`config.mk`:
```
export PLATFORM = sky130hd
export DESIGN_NAME = reference_select_and_loss_detect
export DESIGN_NICKNAME = d
export VERILOG_FILES = /design/src/rtl/ref_select_pkg.sv /design/src/rtl/reference_select_and_loss_detect.sv
export SDC_FILE = /design/constraint.sdc
export NUM_CORES = 1
export LEC_CHECK = 0
export BUFFER_PORTS_ARGS = -buffer_cell sky130_fd_sc_hd__clkbuf_2
export CORE_MARGIN = 2
export CORE_UTILIZATION = 55
export DETAILED_ROUTE_END_ITERATION = 8
export GPL_TIMING_DRIVEN = 1
export PLACE_DENSITY = 0.82
export SLEW_MARGIN = 20
export SYNTH_ARGS = -nofsm -noshare
export SYNTH_HDL_FRONTEND = slang
export SYNTH_SLANG_ARGS = --single-unit
```
`constraint.sdc`:
```
create_clock -name mclk_in -period 3.8 [get_ports mclk_in]
set_clock_uncertainty 0.05 [all_clocks]
set_input_delay 0.19 -clock mclk_in [delete_from_list [all_inputs] [get_ports mclk_in]]
set_output_delay 0.19 -clock mclk_in [all_outputs]
set_load 0.02 [all_outputs]
```
`src/rtl/ref_select_pkg.sv`:
```
// Package for the reference select and loss detect block.
// Holds register offsets, field positions, reset values and timing counts.
// Assumes a 125 MHz system clock and a 32-bit Avalon-MM register bus.
package ref_select_pkg;

   // ****************************************************************
   // Register map (byte addresses)
   // ****************************************************************
   localparam logic [7:0] OFFS_TUNE_CTRL = 8'h00;
   localparam logic [7:0] OFFS_INPUT_CFG = 8'h04;
   localparam logic [7:0] OFFS_FIRST_DIV = 8'h08;
   localparam logic [7:0] OFFS_SECOND_DIV = 8'h0c;
   localparam logic [7:0] OFFS_STATUS = 8'h10;

   // ****************************************************************
   // Field positions
   // ****************************************************************
   localparam int FLD_RX_KIND_LSB = 0;
   localparam int FLD_SELECT_LSB = 2;
   localparam int FLD_TIMEOUT_LSB = 4;
   localparam int FLD_PINFMT_LSB = 6;
   localparam int STS_LOST_A = 0;
   localparam int STS_LOST_B = 1;
   localparam int STS_ACTIVE_B = 2;
   localparam int STS_TUNE_PENDING = 3;
   localparam int STS_LOOP_LOCKED = 4;
   localparam int STS_DIV_INVALID = 5;

   // ****************************************************************
   // Reset values
   // ****************************************************************
   localparam logic RST_TUNE_WAIT = 1'b0;
   localparam logic [1:0] RST_RX_KIND = 2'h0;
   localparam logic [1:0] RST_SELECT = 2'h0;
   localparam logic [1:0] RST_TIMEOUT = 2'h0;
   localparam logic [1:0] RST_PINFMT = 2'h0;
   localparam logic [11:0] RST_FIRST_DIV = 12'h001;

   // ****************************************************************
   // Selection modes and pin formats
   // ****************************************************************
   localparam logic [1:0] SEL_FORCE_A = 2'h0;
   localparam logic [1:0] SEL_FORCE_B = 2'h1;
   localparam logic [1:0] SEL_NONREVERT = 2'h2;
   localparam logic [1:0] SEL_REVERT = 2'h3;
   localparam logic [1:0] PIN_RESERVED = 2'h0;
   localparam logic [1:0] PIN_NMOS_OD = 2'h1;
   localparam logic [1:0] PIN_PMOS_OD = 2'h2;
   localparam logic [1:0] PIN_CMOS = 2'h3;

   // ****************************************************************
   // Loss timeouts: one period of the minimum frequency, rounded up
   // ****************************************************************
   localparam int CLK_PERIOD_PS = 8000;
   localparam int MIN_FREQ_KHZ_0 = 1000;
   localparam int MIN_FREQ_KHZ_1 = 3000;
   localparam int MIN_FREQ_KHZ_2 = 13000;
   localparam int MIN_FREQ_KHZ_3 = 32000;
   localparam int PS_PER_KHZ_PERIOD = 1000000000;
   localparam int TMO_CYC_0 = (PS_PER_KHZ_PERIOD + MIN_FREQ_KHZ_0 * CLK_PERIOD_PS - 1)
                              / (MIN_FREQ_KHZ_0 * CLK_PERIOD_PS);
   localparam int TMO_CYC_1 = (PS_PER_KHZ_PERIOD + MIN_FREQ_KHZ_1 * CLK_PERIOD_PS - 1)
                              / (MIN_FREQ_KHZ_1 * CLK_PERIOD_PS);
   localparam int TMO_CYC_2 = (PS_PER_KHZ_PERIOD + MIN_FREQ_KHZ_2 * CLK_PERIOD_PS - 1)
                              / (MIN_FREQ_KHZ_2 * CLK_PERIOD_PS);
   localparam int TMO_CYC_3 = (PS_PER_KHZ_PERIOD + MIN_FREQ_KHZ_3 * CLK_PERIOD_PS - 1)
                              / (MIN_FREQ_KHZ_3 * CLK_PERIOD_PS);
   localparam int TMO_W = 8;

endpackage

```
`src/rtl/reference_select_and_loss_detect.sv`:
```
// Reference selection, loss detection, first-loop divider and tune trigger.
// Assumes reference inputs and lock input are synchronous to mclk_in,
// and software access over Avalon-MM with waitrequest.

`timescale 1ns/1ps

module reference_select_and_loss_detect
   import ref_select_pkg::*;
#(
   parameter int SECOND_DIV_W = 18
)
(
   input wire logic mclk_in,
   input wire logic sys_rst_in,
   input wire logic [7:0] avs_address_in,
   input wire logic avs_read_in,
   input wire logic avs_write_in,
   input wire logic [31:0] avs_writedata_in,
   output logic [31:0] avs_readdata_out,
   output logic avs_waitrequest_out,
   input wire logic ref_input_a_in,
   input wire logic ref_input_b_in,
   input wire logic first_loop_locked_in,
   output logic input_a_signal_lost_out,
   output logic input_a_signal_lost_oe_out,
   output logic input_b_signal_lost_out,
   output logic input_b_signal_lost_oe_out,
   output logic ref_a_mos_out,
   output logic ref_b_mos_out,
   output logic ref_use_b_out,
   output logic [11:0] first_loop_feedback_divider_out,
   output logic [SECOND_DIV_W-1:0] second_loop_feedback_divider_out,
   output logic tune_start_out
);

   // ****************************************************************
   // State
   // ****************************************************************
   typedef struct packed {
      logic waitreq;
      logic [31:0] rdata;
      logic tune_wait_for_lock;
      logic [1:0] ref_receiver_kind;
      logic [1:0] ref_select_field;
      logic [1:0] signal_drop_timeout;
      logic [1:0] drop_pin_format;
      logic [11:0] first_div;
      logic [SECOND_DIV_W-1:0] second_div;
      logic tune_pending;
      logic tune_pulse;
      logic [1:0] ref_prev;
      logic [1:0][TMO_W-1:0] idle_cnt;
      logic [1:0] lost;
      logic use_b;
      logic was_nonrevert;
      logic [1:0] pin_level;
      logic [1:0] pin_oe;
   } state_t;

   state_t state_reg;
   state_t state_next;

   // ****************************************************************
   // Helpers
   // ****************************************************************
   // Timeout count for a given minimum-frequency code
   function automatic logic [TMO_W-1:0] timeout_cycles(input logic [1:0] code);
      case (code)
         2'h0: timeout_cycles = TMO_W'(TMO_CYC_0);
         2'h1: timeout_cycles = TMO_W'(TMO_CYC_1);
         2'h2: timeout_cycles = TMO_W'(TMO_CYC_2);
         default: timeout_cycles = TMO_W'(TMO_CYC_3);
      endcase
   endfunction

   // Pin enable for a format and level; open-drain only drives one level
   function automatic logic pin_enable(input logic [1:0] fmt, input logic level);
      case (fmt)
         PIN_NMOS_OD: pin_enable = ~level;
         PIN_PMOS_OD: pin_enable = level;
         PIN_CMOS: pin_enable = 1'b1;
         default: pin_enable = 1'b0;
      endcase
   endfunction

   logic [1:0] ref_now;
   logic wr_go;
   logic tune_fire;
   logic [1:0] ref_edge;
   logic auto_mode;

   assign ref_now = {ref_input_b_in, ref_input_a_in};

   // ****************************************************************
   // Next-state logic
   // ****************************************************************
   always_comb
   begin
      state_next = state_reg;
      // Access completes in the cycle waitrequest is low
      wr_go = avs_write_in & ~state_reg.waitreq;
      tune_fire = 1'b0;
      ref_edge = ref_now & ~state_reg.ref_prev;
      auto_mode = state_reg.ref_select_field[1];

      // Bus handshake: one wait cycle, then a single answer cycle
      state_next.waitreq = 1'b1;
      if ((avs_read_in | avs_write_in) & state_reg.waitreq)
      begin
         state_next.waitreq = 1'b0;
      end
      // Read data stands for the answer cycle only, zero otherwise
      state_next.rdata = 32'h0;
      if (avs_read_in & state_reg.waitreq)
      begin
         case (avs_address_in)
            OFFS_TUNE_CTRL: state_next.rdata[0] = state_reg.tune_wait_for_lock;
            OFFS_INPUT_CFG:
            begin
               state_next.rdata[FLD_RX_KIND_LSB +: 2] = state_reg.ref_receiver_kind;
               state_next.rdata[FLD_SELECT_LSB +: 2] = state_reg.ref_select_field;
               state_next.rdata[FLD_TIMEOUT_LSB +: 2] = state_reg.signal_drop_timeout;
               state_next.rdata[FLD_PINFMT_LSB +: 2] = state_reg.drop_pin_format;
            end
            OFFS_FIRST_DIV: state_next.rdata[11:0] = state_reg.first_div;
            OFFS_SECOND_DIV: state_next.rdata[SECOND_DIV_W-1:0] = state_reg.second_div;
            OFFS_STATUS:
            begin
               state_next.rdata[STS_LOST_A] = state_reg.lost[0];
               state_next.rdata[STS_LOST_B] = state_reg.lost[1];
               state_next.rdata[STS_ACTIVE_B] = state_reg.use_b;
               state_next.rdata[STS_TUNE_PENDING] = state_reg.tune_pending;
               state_next.rdata[STS_LOOP_LOCKED] = first_loop_locked_in;
               state_next.rdata[STS_DIV_INVALID] = (state_reg.first_div == 12'h000);
            end
            default: state_next.rdata = 32'h0;
         endcase
      end
      // Register writes; unmapped and status writes are dropped
      if (wr_go)
      begin
         case (avs_address_in)
            OFFS_TUNE_CTRL: state_next.tune_wait_for_lock = avs_writedata_in[0];
            OFFS_INPUT_CFG:
            begin
               state_next.ref_receiver_kind = avs_writedata_in[FLD_RX_KIND_LSB +: 2];
               state_next.ref_select_field = avs_writedata_in[FLD_SELECT_LSB +: 2];
               state_next.signal_drop_timeout = avs_writedata_in[FLD_TIMEOUT_LSB +: 2];
               state_next.drop_pin_format = avs_writedata_in[FLD_PINFMT_LSB +: 2];
            end
            // Zero is stored as written and flagged in status
            OFFS_FIRST_DIV: state_next.first_div = avs_writedata_in[11:0];
            OFFS_SECOND_DIV: state_next.second_div = avs_writedata_in[SECOND_DIV_W-1:0];
            default: state_next.tune_pending = state_reg.tune_pending;
         endcase
      end

      // Tune trigger: waits for lock only when asked to
      if (state_reg.tune_pending)
      begin
         if (!state_reg.tune_wait_for_lock)
         begin
            tune_fire = 1'b1;
         end
         else if (first_loop_locked_in)
         begin
            tune_fire = 1'b1;
         end
      end
      state_next.tune_pulse = tune_fire;
      // A second-divider write in the firing cycle rearms, so no update is lost
      state_next.tune_pending = (state_reg.tune_pending & ~tune_fire) |
                                (wr_go & (avs_address_in == OFFS_SECOND_DIV));

      // Loss detectors, one per input, sharing the timeout field
      state_next.ref_prev = ref_now;
      for (int i = 0; i < 2; i++)
      begin
         if (ref_edge[i])
         begin
            state_next.idle_cnt[i] = '0;
            state_next.lost[i] = 1'b0;
         end
         else if (state_reg.idle_cnt[i] >= timeout_cycles(state_reg.signal_drop_timeout))
         begin
            state_next.lost[i] = 1'b1;
         end
         else
         begin
            state_next.idle_cnt[i] = state_reg.idle_cnt[i] + TMO_W'(1);
         end
      end

      // Reference choice; the first loop follows it whatever the tune bit
      state_next.was_nonrevert = (state_reg.ref_select_field == SEL_NONREVERT);
      case (state_reg.ref_select_field)
         SEL_FORCE_A: state_next.use_b = 1'b0;
         SEL_FORCE_B: state_next.use_b = 1'b1;
         SEL_NONREVERT:
         begin
            if (!state_reg.was_nonrevert)
            begin
               state_next.use_b = 1'b0;
            end
            else if (!state_reg.use_b && state_reg.lost[0] && !state_reg.lost[1])
            begin
               state_next.use_b = 1'b1;
            end
            else if (state_reg.use_b && state_reg.lost[1] && !state_reg.lost[0])
            begin
               state_next.use_b = 1'b0;
            end
         end
         SEL_REVERT:
         begin
            // Both lost keeps the preferred input
            state_next.use_b = state_reg.lost[0] & ~state_reg.lost[1];
         end
         default: state_next.use_b = 1'b0;
      endcase

      // Loss pins show status only in automatic modes
      for (int i = 0; i < 2; i++)
      begin
         state_next.pin_level[i] = auto_mode & state_reg.lost[i];
         state_next.pin_oe[i] = pin_enable(state_reg.drop_pin_format,
                                           auto_mode & state_reg.lost[i]);
      end
   end

   // ****************************************************************
   // State register
   // ****************************************************************
   always_ff @(posedge mclk_in or posedge sys_rst_in)
   begin
      if (sys_rst_in)
      begin
         state_reg <= '0;
         state_reg.waitreq <= 1'b1;
         state_reg.tune_wait_for_lock <= RST_TUNE_WAIT;
         state_reg.ref_receiver_kind <= RST_RX_KIND;
         state_reg.ref_select_field <= RST_SELECT;
         state_reg.signal_drop_timeout <= RST_TIMEOUT;
         state_reg.drop_pin_format <= RST_PINFMT;
         state_reg.first_div <= RST_FIRST_DIV;
         // No edge seen yet, so both inputs start out lost
         state_reg.lost <= 2'h3;
      end
      else
      begin
         state_reg <= state_next;
      end
   end

   // ****************************************************************
   // Outputs, all straight from the state register
   // ****************************************************************
   assign avs_readdata_out = state_reg.rdata;
   assign avs_waitrequest_out = state_reg.waitreq;
   assign input_a_signal_lost_out = state_reg.pin_level[0];
   assign input_a_signal_lost_oe_out = state_reg.pin_oe[0];
   assign input_b_signal_lost_out = state_reg.pin_level[1];
   assign input_b_signal_lost_oe_out = state_reg.pin_oe[1];
   assign ref_a_mos_out = state_reg.ref_receiver_kind[0];
   assign ref_b_mos_out = state_reg.ref_receiver_kind[1];
   assign ref_use_b_out = state_reg.use_b;
   assign first_loop_feedback_divider_out = state_reg.first_div;
   assign second_loop_feedback_divider_out = state_reg.second_div;
   assign tune_start_out = state_reg.tune_pulse;

endmodule // reference_select_and_loss_detect

```
* After elaboration in Yosys (flattened, before gate mapping)
Cells that the tools add are included.
** Cells by class
- Add/subtract/negate cells :: 2
- Multiply operators :: 0
- Divide/modulo/power cells :: 0
- Magnitude comparators :: 2
- Equal/unequal tests :: 15
- Shift operators :: 0
- Mux-type cells :: 27
- Bitwise logic cells :: 17
- Reductions and logical operators :: 17
** Operators by type and width (count)
- $mux 8 :: 6
- $pmux 7 s3 :: 1
- $pmux 5 s4 :: 1
- $mux 18 :: 1
- $add 8x1->8 const B :: 2
- $eq 8x4->1 const B :: 2
- $ge 8x8->1 :: 2
- $logic_not 12->1 :: 1
- $mux 1 :: 11
- $eq 2x2->1 const B :: 5
- $and 1x1->1 :: 8
- $eq 8x3->1 const B :: 1
- $eq 8x5->1 const B :: 1
- $logic_not 8->1 :: 1
- $pmux 4 s2 :: 1
- $reduce_and 2->1 :: 4
- $eq 2x1->1 const B :: 3
- $mux 6 :: 1
- $pmux 1 s3 :: 2
- $pmux 2 s3 :: 1
- $not 1->1 :: 5
- $pmux 1 s5 :: 1
- $logic_and 1x1->1 :: 4
- $logic_not 2->1 :: 2
- other kinds (8) :: 13
** Word-level totals
- Bits in registers :: 100
- Latch bits :: 0
- Bits in writable memories :: 0
- Memory bits (read-only) :: 0
- Input port bits :: 47
- Logic and storage cells :: 100
- Memories :: 0

* Longest topological paths before layout
- Depth after elaboration :: 6
- Depth in mapped cells :: 9
- Gate-level depth less buffers :: 8

* Least setup slack after synthesis
OpenSTA, ideal clock, no wires.
- Path type :: flip-flop to flip-flop
- Start :: register state_reg[61] (netlist name)
- End :: register state_reg[15] (netlist name)
- Arrival :: 2366 ps
- Data required time :: 3655 ps
- Setup slack :: 1289 ps
- Stages on the path, launching flop included :: 10
- Buffers on the path :: 1
- Clock period less this slack :: 2511 ps
- Cell sequence :: dfrtp_1 -> inv_1 -> ha_1 -> clkbuf_1 -> inv_1 -> ha_1 -> nor4bb_1 -> nor4_1 -> or4_1 -> o31ai_1
** Between the ends
- Word-level cells in the longest chain between the ends :: 5
- Elaborated cells on any way between the ends :: 7
** RTL lines
- from (decl) :: RTL line reference_select_and_loss_detect.sv:60 : state_t state_reg;
- from (signal assigned) :: RTL line reference_select_and_loss_detect.sv:251 : state_reg <= state_next;
- $eq 2x2->1, or another cell as far along :: RTL line reference_select_and_loss_detect.sv:68 : case (code)
- $pmux 7 s3 * :: RTL line reference_select_and_loss_detect.sv:68
- $mux 8 * :: RTL line reference_select_and_loss_detect.sv:179 : if (ref_edge[i])
- $ge 8x8->1 * :: RTL line reference_select_and_loss_detect.sv:184 : else if (state_reg.idle_cnt[i] >= timeout_cycles(state_reg.signal_drop_timeout))
- $ne 2x2->1 (no source line) *
Every way passes the cells marked *; elsewhere a longest branch is shown, timed or not. The select of a mux whose other input is x is not followed.
A chain may end at the register's enable or synchronous reset.

* Worst setup path in the final report
Ends and elaborated chain as after synthesis.

==> metrics.txt <==
number of max-cap violations=0; met2 track demand over resource=0.376; Total Routing Usage GR=0.219; count of yosys warnings during synthesis=0; Period minus WS final=2870 ps; Slew Viols, Final=0; worst hold path type=in -> reg; Highest Clock Rate=0.348 GHz; Layout Nets=531; initial core utilization=0.571; post-synthesis instance total=416; category of the most critical setup path=reg -> reg; routing usage on met3=0.0527; core area=8300 sq um; total setup buffers inserted after CTS=0; max_slew headroom=0.476; number of hold-slack violations in the final timing report=0; result of the run=finished clean; total leakage power=2.65 nW; insertion delay of the later-clocked pin in the worst-skew pair=370 ps; multi-input gate area in the final layout=2070 sq um; clock buffer depth=2; number of synthesized register bits=86; grt peak-use layer=met2; area taken by flip-flops and latches=2160 sq um; DRC marker count from the first detailed-route iteration=146; area fraction of the dominant cell type after synthesis=0.433; Cell Rows=33; average detailed-routed wire length per instance=16.9 um; commonest register cell after synthesis=sky130_fd_sc_hd__dfrtp_1; max FFs per register=28; DRT antenna net count=0; M1 GR Usage=0.275; number of inserted diodes=0; global-route wire length before repair=16.6 mm; proportion of synthesized chip area in sequential cells=0.455; clock buffers created by TritonCTS=9; Detailed Place HPWL=7.08 mm; type of element capturing the critical path=flop; fillcell total=648; clock tree from TritonCTS=yes; DR vias/cell=5.57; most frequent standard cell in the layout excluding fill and tap cells=sky130_fd_sc_hd__clkbuf_2; cell type with the highest aggregate area in the netlist=sky130_fd_sc_hd__dfrtp_1; number of top-level pins=118; cell area after synthesis=4740 sq um; area overhead of the layout relative to synthesis=9.21%; EDFF count, synth=0; vertical extent of the die=96.9 um; largest voltage drop on the vdd net=0.185 mV; clock tree sinks=86; power per cell area=385 nW/um^2; Tot Pwr=2.00 mW; total wirelength of the detailed-routed design=9.81 mm; worst path required time=4020 ps; crit path cell chain=inv_1, ha_1, inv_1, ha_1, nor4bb_1, nor4_1, or4_1, o31ai_1; Layout Utilization=0.624; worst slack at placement=1020 ps; CP arrival=3090 ps; Detailed Routing Iterations Pass 1=5; number of gates resized after CTS=0; setup violators final=0; commonest cells after routing, fill and taps aside=89 x sky130_fd_sc_hd__clkbuf_2, 82 x sky130_fd_sc_hd__dfrtp_1, 30 x sky130_fd_sc_hd__nand2_1; vias in the first global route=3329; drt drc=0; initial antenna violation count=0; detailed-route via count=3227; maximum fanout along the worst path=6; ratio of cells with drive above 1 in the final layout=0.346; setup repair after global routing missed its margin=false; worst-case setup margin in the final layout=931 ps; post-route design area=5180 sq um; pin count of the biggest net entering global routing=63; Critical Path Start Type=flop; overall die area=9380 sq um; CTS H-tree depth=3; biggest area contributors in the synthesized netlist=sky130_fd_sc_hd__dfrtp_1 43%, sky130_fd_sc_hd__buf_4 9.8%, sky130_fd_sc_hd__mux2_4 6.0%, sky130_fd_sc_hd__mux2_2 5.7%, sky130_fd_sc_hd__ha_1 4.0%; slowest library cell on the worst path=sky130_fd_sc_hd__or4_1; clock tree root driver cell=sky130_fd_sc_hd__clkbuf_8; async set-reset flop share out of synthesis=1.00; final estimated routing congestion in global placement=0.901; post-route setup TNS=0 ps; post-route fraction of the period consumed by the critical path=0.755; average size of a mapped cell=11.4 sq um; clock-pin transition on the worst setup and hold timing paths=100 ps; cell area after placement=4850 sq um; slew at the pin closest to its max-slew limit=779 ps; overflow left after global routing=0; stage delay of the slowest cell on the critical path=540 ps; die boundary width=96.9 um; count of distinct cell types in the synthesized netlist=53; Port-buffer cells=89
==> final timing paths <==
check                                                                 startpoint                                         endpoint  slack [ps]  cells past startpoint
worst max-delay path                                   state_reg[61]$_DFFE_PP0P_                        state_reg[15]$_DFFE_PP0P_         930                      8
worst min-delay path                                        avs_writedata_in[11]  first_loop_feedback_divider_out[11]$_DFFE_PP0P_          20                      2
worst max register to register                         state_reg[61]$_DFFE_PP0P_                        state_reg[15]$_DFFE_PP0P_         930                      8
worst min register to register  second_loop_feedback_divider_out[13]$_DFFE_PP0P_                   avs_readdata_out[13]$_DFF_PP0_         460                      1
max in group asynchronous                                             sys_rst_in                         state_reg[6]$_DFFE_PP1P_        2390                      4
min in group asynchronous                                             sys_rst_in                input_a_signal_lost_out$_DFF_PP0_         450                      3
==> per-layer routing <==
layer / wire length (um) / up-vias
met5: 0 / -
met4: 170 / 0
met3: 509 / 20
met2: 4940 / 130
met1: 4190 / 1562
li1: - / 1515
==> critical path: cells and delay by family, from the launching register on <==
family / cells / cell delay [ps]
DFF: 1 / 480
AOI/OAI and AO/OA: 1 / 270
and+or+nand+nor: 3 / 1150
adders and majority gates: 2 / 630
buffers and inverters: 2 / 190
==> power by group <==
group / switching (mW) / internal, mW / total, mW / leakage [nW]
Sequential: 0.0709 / 0.960 / 1.03 / 1.17
Clock: 0.373 / 0.320 / 0.693 / 0.105
Combinational: 0.154 / 0.117 / 0.271 / 1.38
Total: 0.598 / 1.40 / 2.00 / 2.65
==> final cells by class <==
type                    count  area share
multi-input cells         260       0.399
clock inverters             7      0.0167
inverters                  10     0.00773
flip-flops and latches     86       0.417
repair buffers            102       0.111
clock buffers               9      0.0239
well taps                 105      0.0254
==> synth_stat cells (all sizes together), types with 2 or more instances <==
cell and count:
o2111ai 2, mux2 43, nand3 8, and4 2, dfrtp 82, and3 2, dfstp 4, a211oi 2
or2 2, xnor2 3, o21ai 7, nor4bb 2, nand2b 16, a21boi 2, buf 65, nor2 10
nor2b 3, nand2 32, ha 15, a22o 4, a31oi 2, a21o 2, o31ai 4, a32oi 2
nor4 9, o21a 2, nand4 6, or4 4, inv 10, a21oi 10, mux2i 16, a22oi 10
clkbuf 8, o211ai 2, nor3 4, and2 9
==> per-stage QoR <==
stage / cells / hold slack (ps)
2_1_floorplan: 429 / 171
3_3_place_gp: 551 / 266
3_5_place_dp: 551 / 270
4_1_cts: 577 / 0.142
5_1_grt: 579 / 3.16
6_report: 579 / 15.5
==> cells by family after synthesis <==
kind of cell / count (synthesis) / share of synthesized area
buf+inv: 83 / 0.120
compound gates: 55 / 0.0813
other cells: 1 / 0.000791
mux: 59 / 0.151
flops: 86 / 0.455
fa+ha+maj: 16 / 0.0417
xor+xnor: 3 / 0.00554
simple gates: 113 / 0.145
==> what timing repair did <==
item | CTS | global route
hold buffers | 10 | 2
setup endpoints to repair | 0 | 0
hold endpoints to repair | 9 | 60
(Power assumes the default switching activity.)
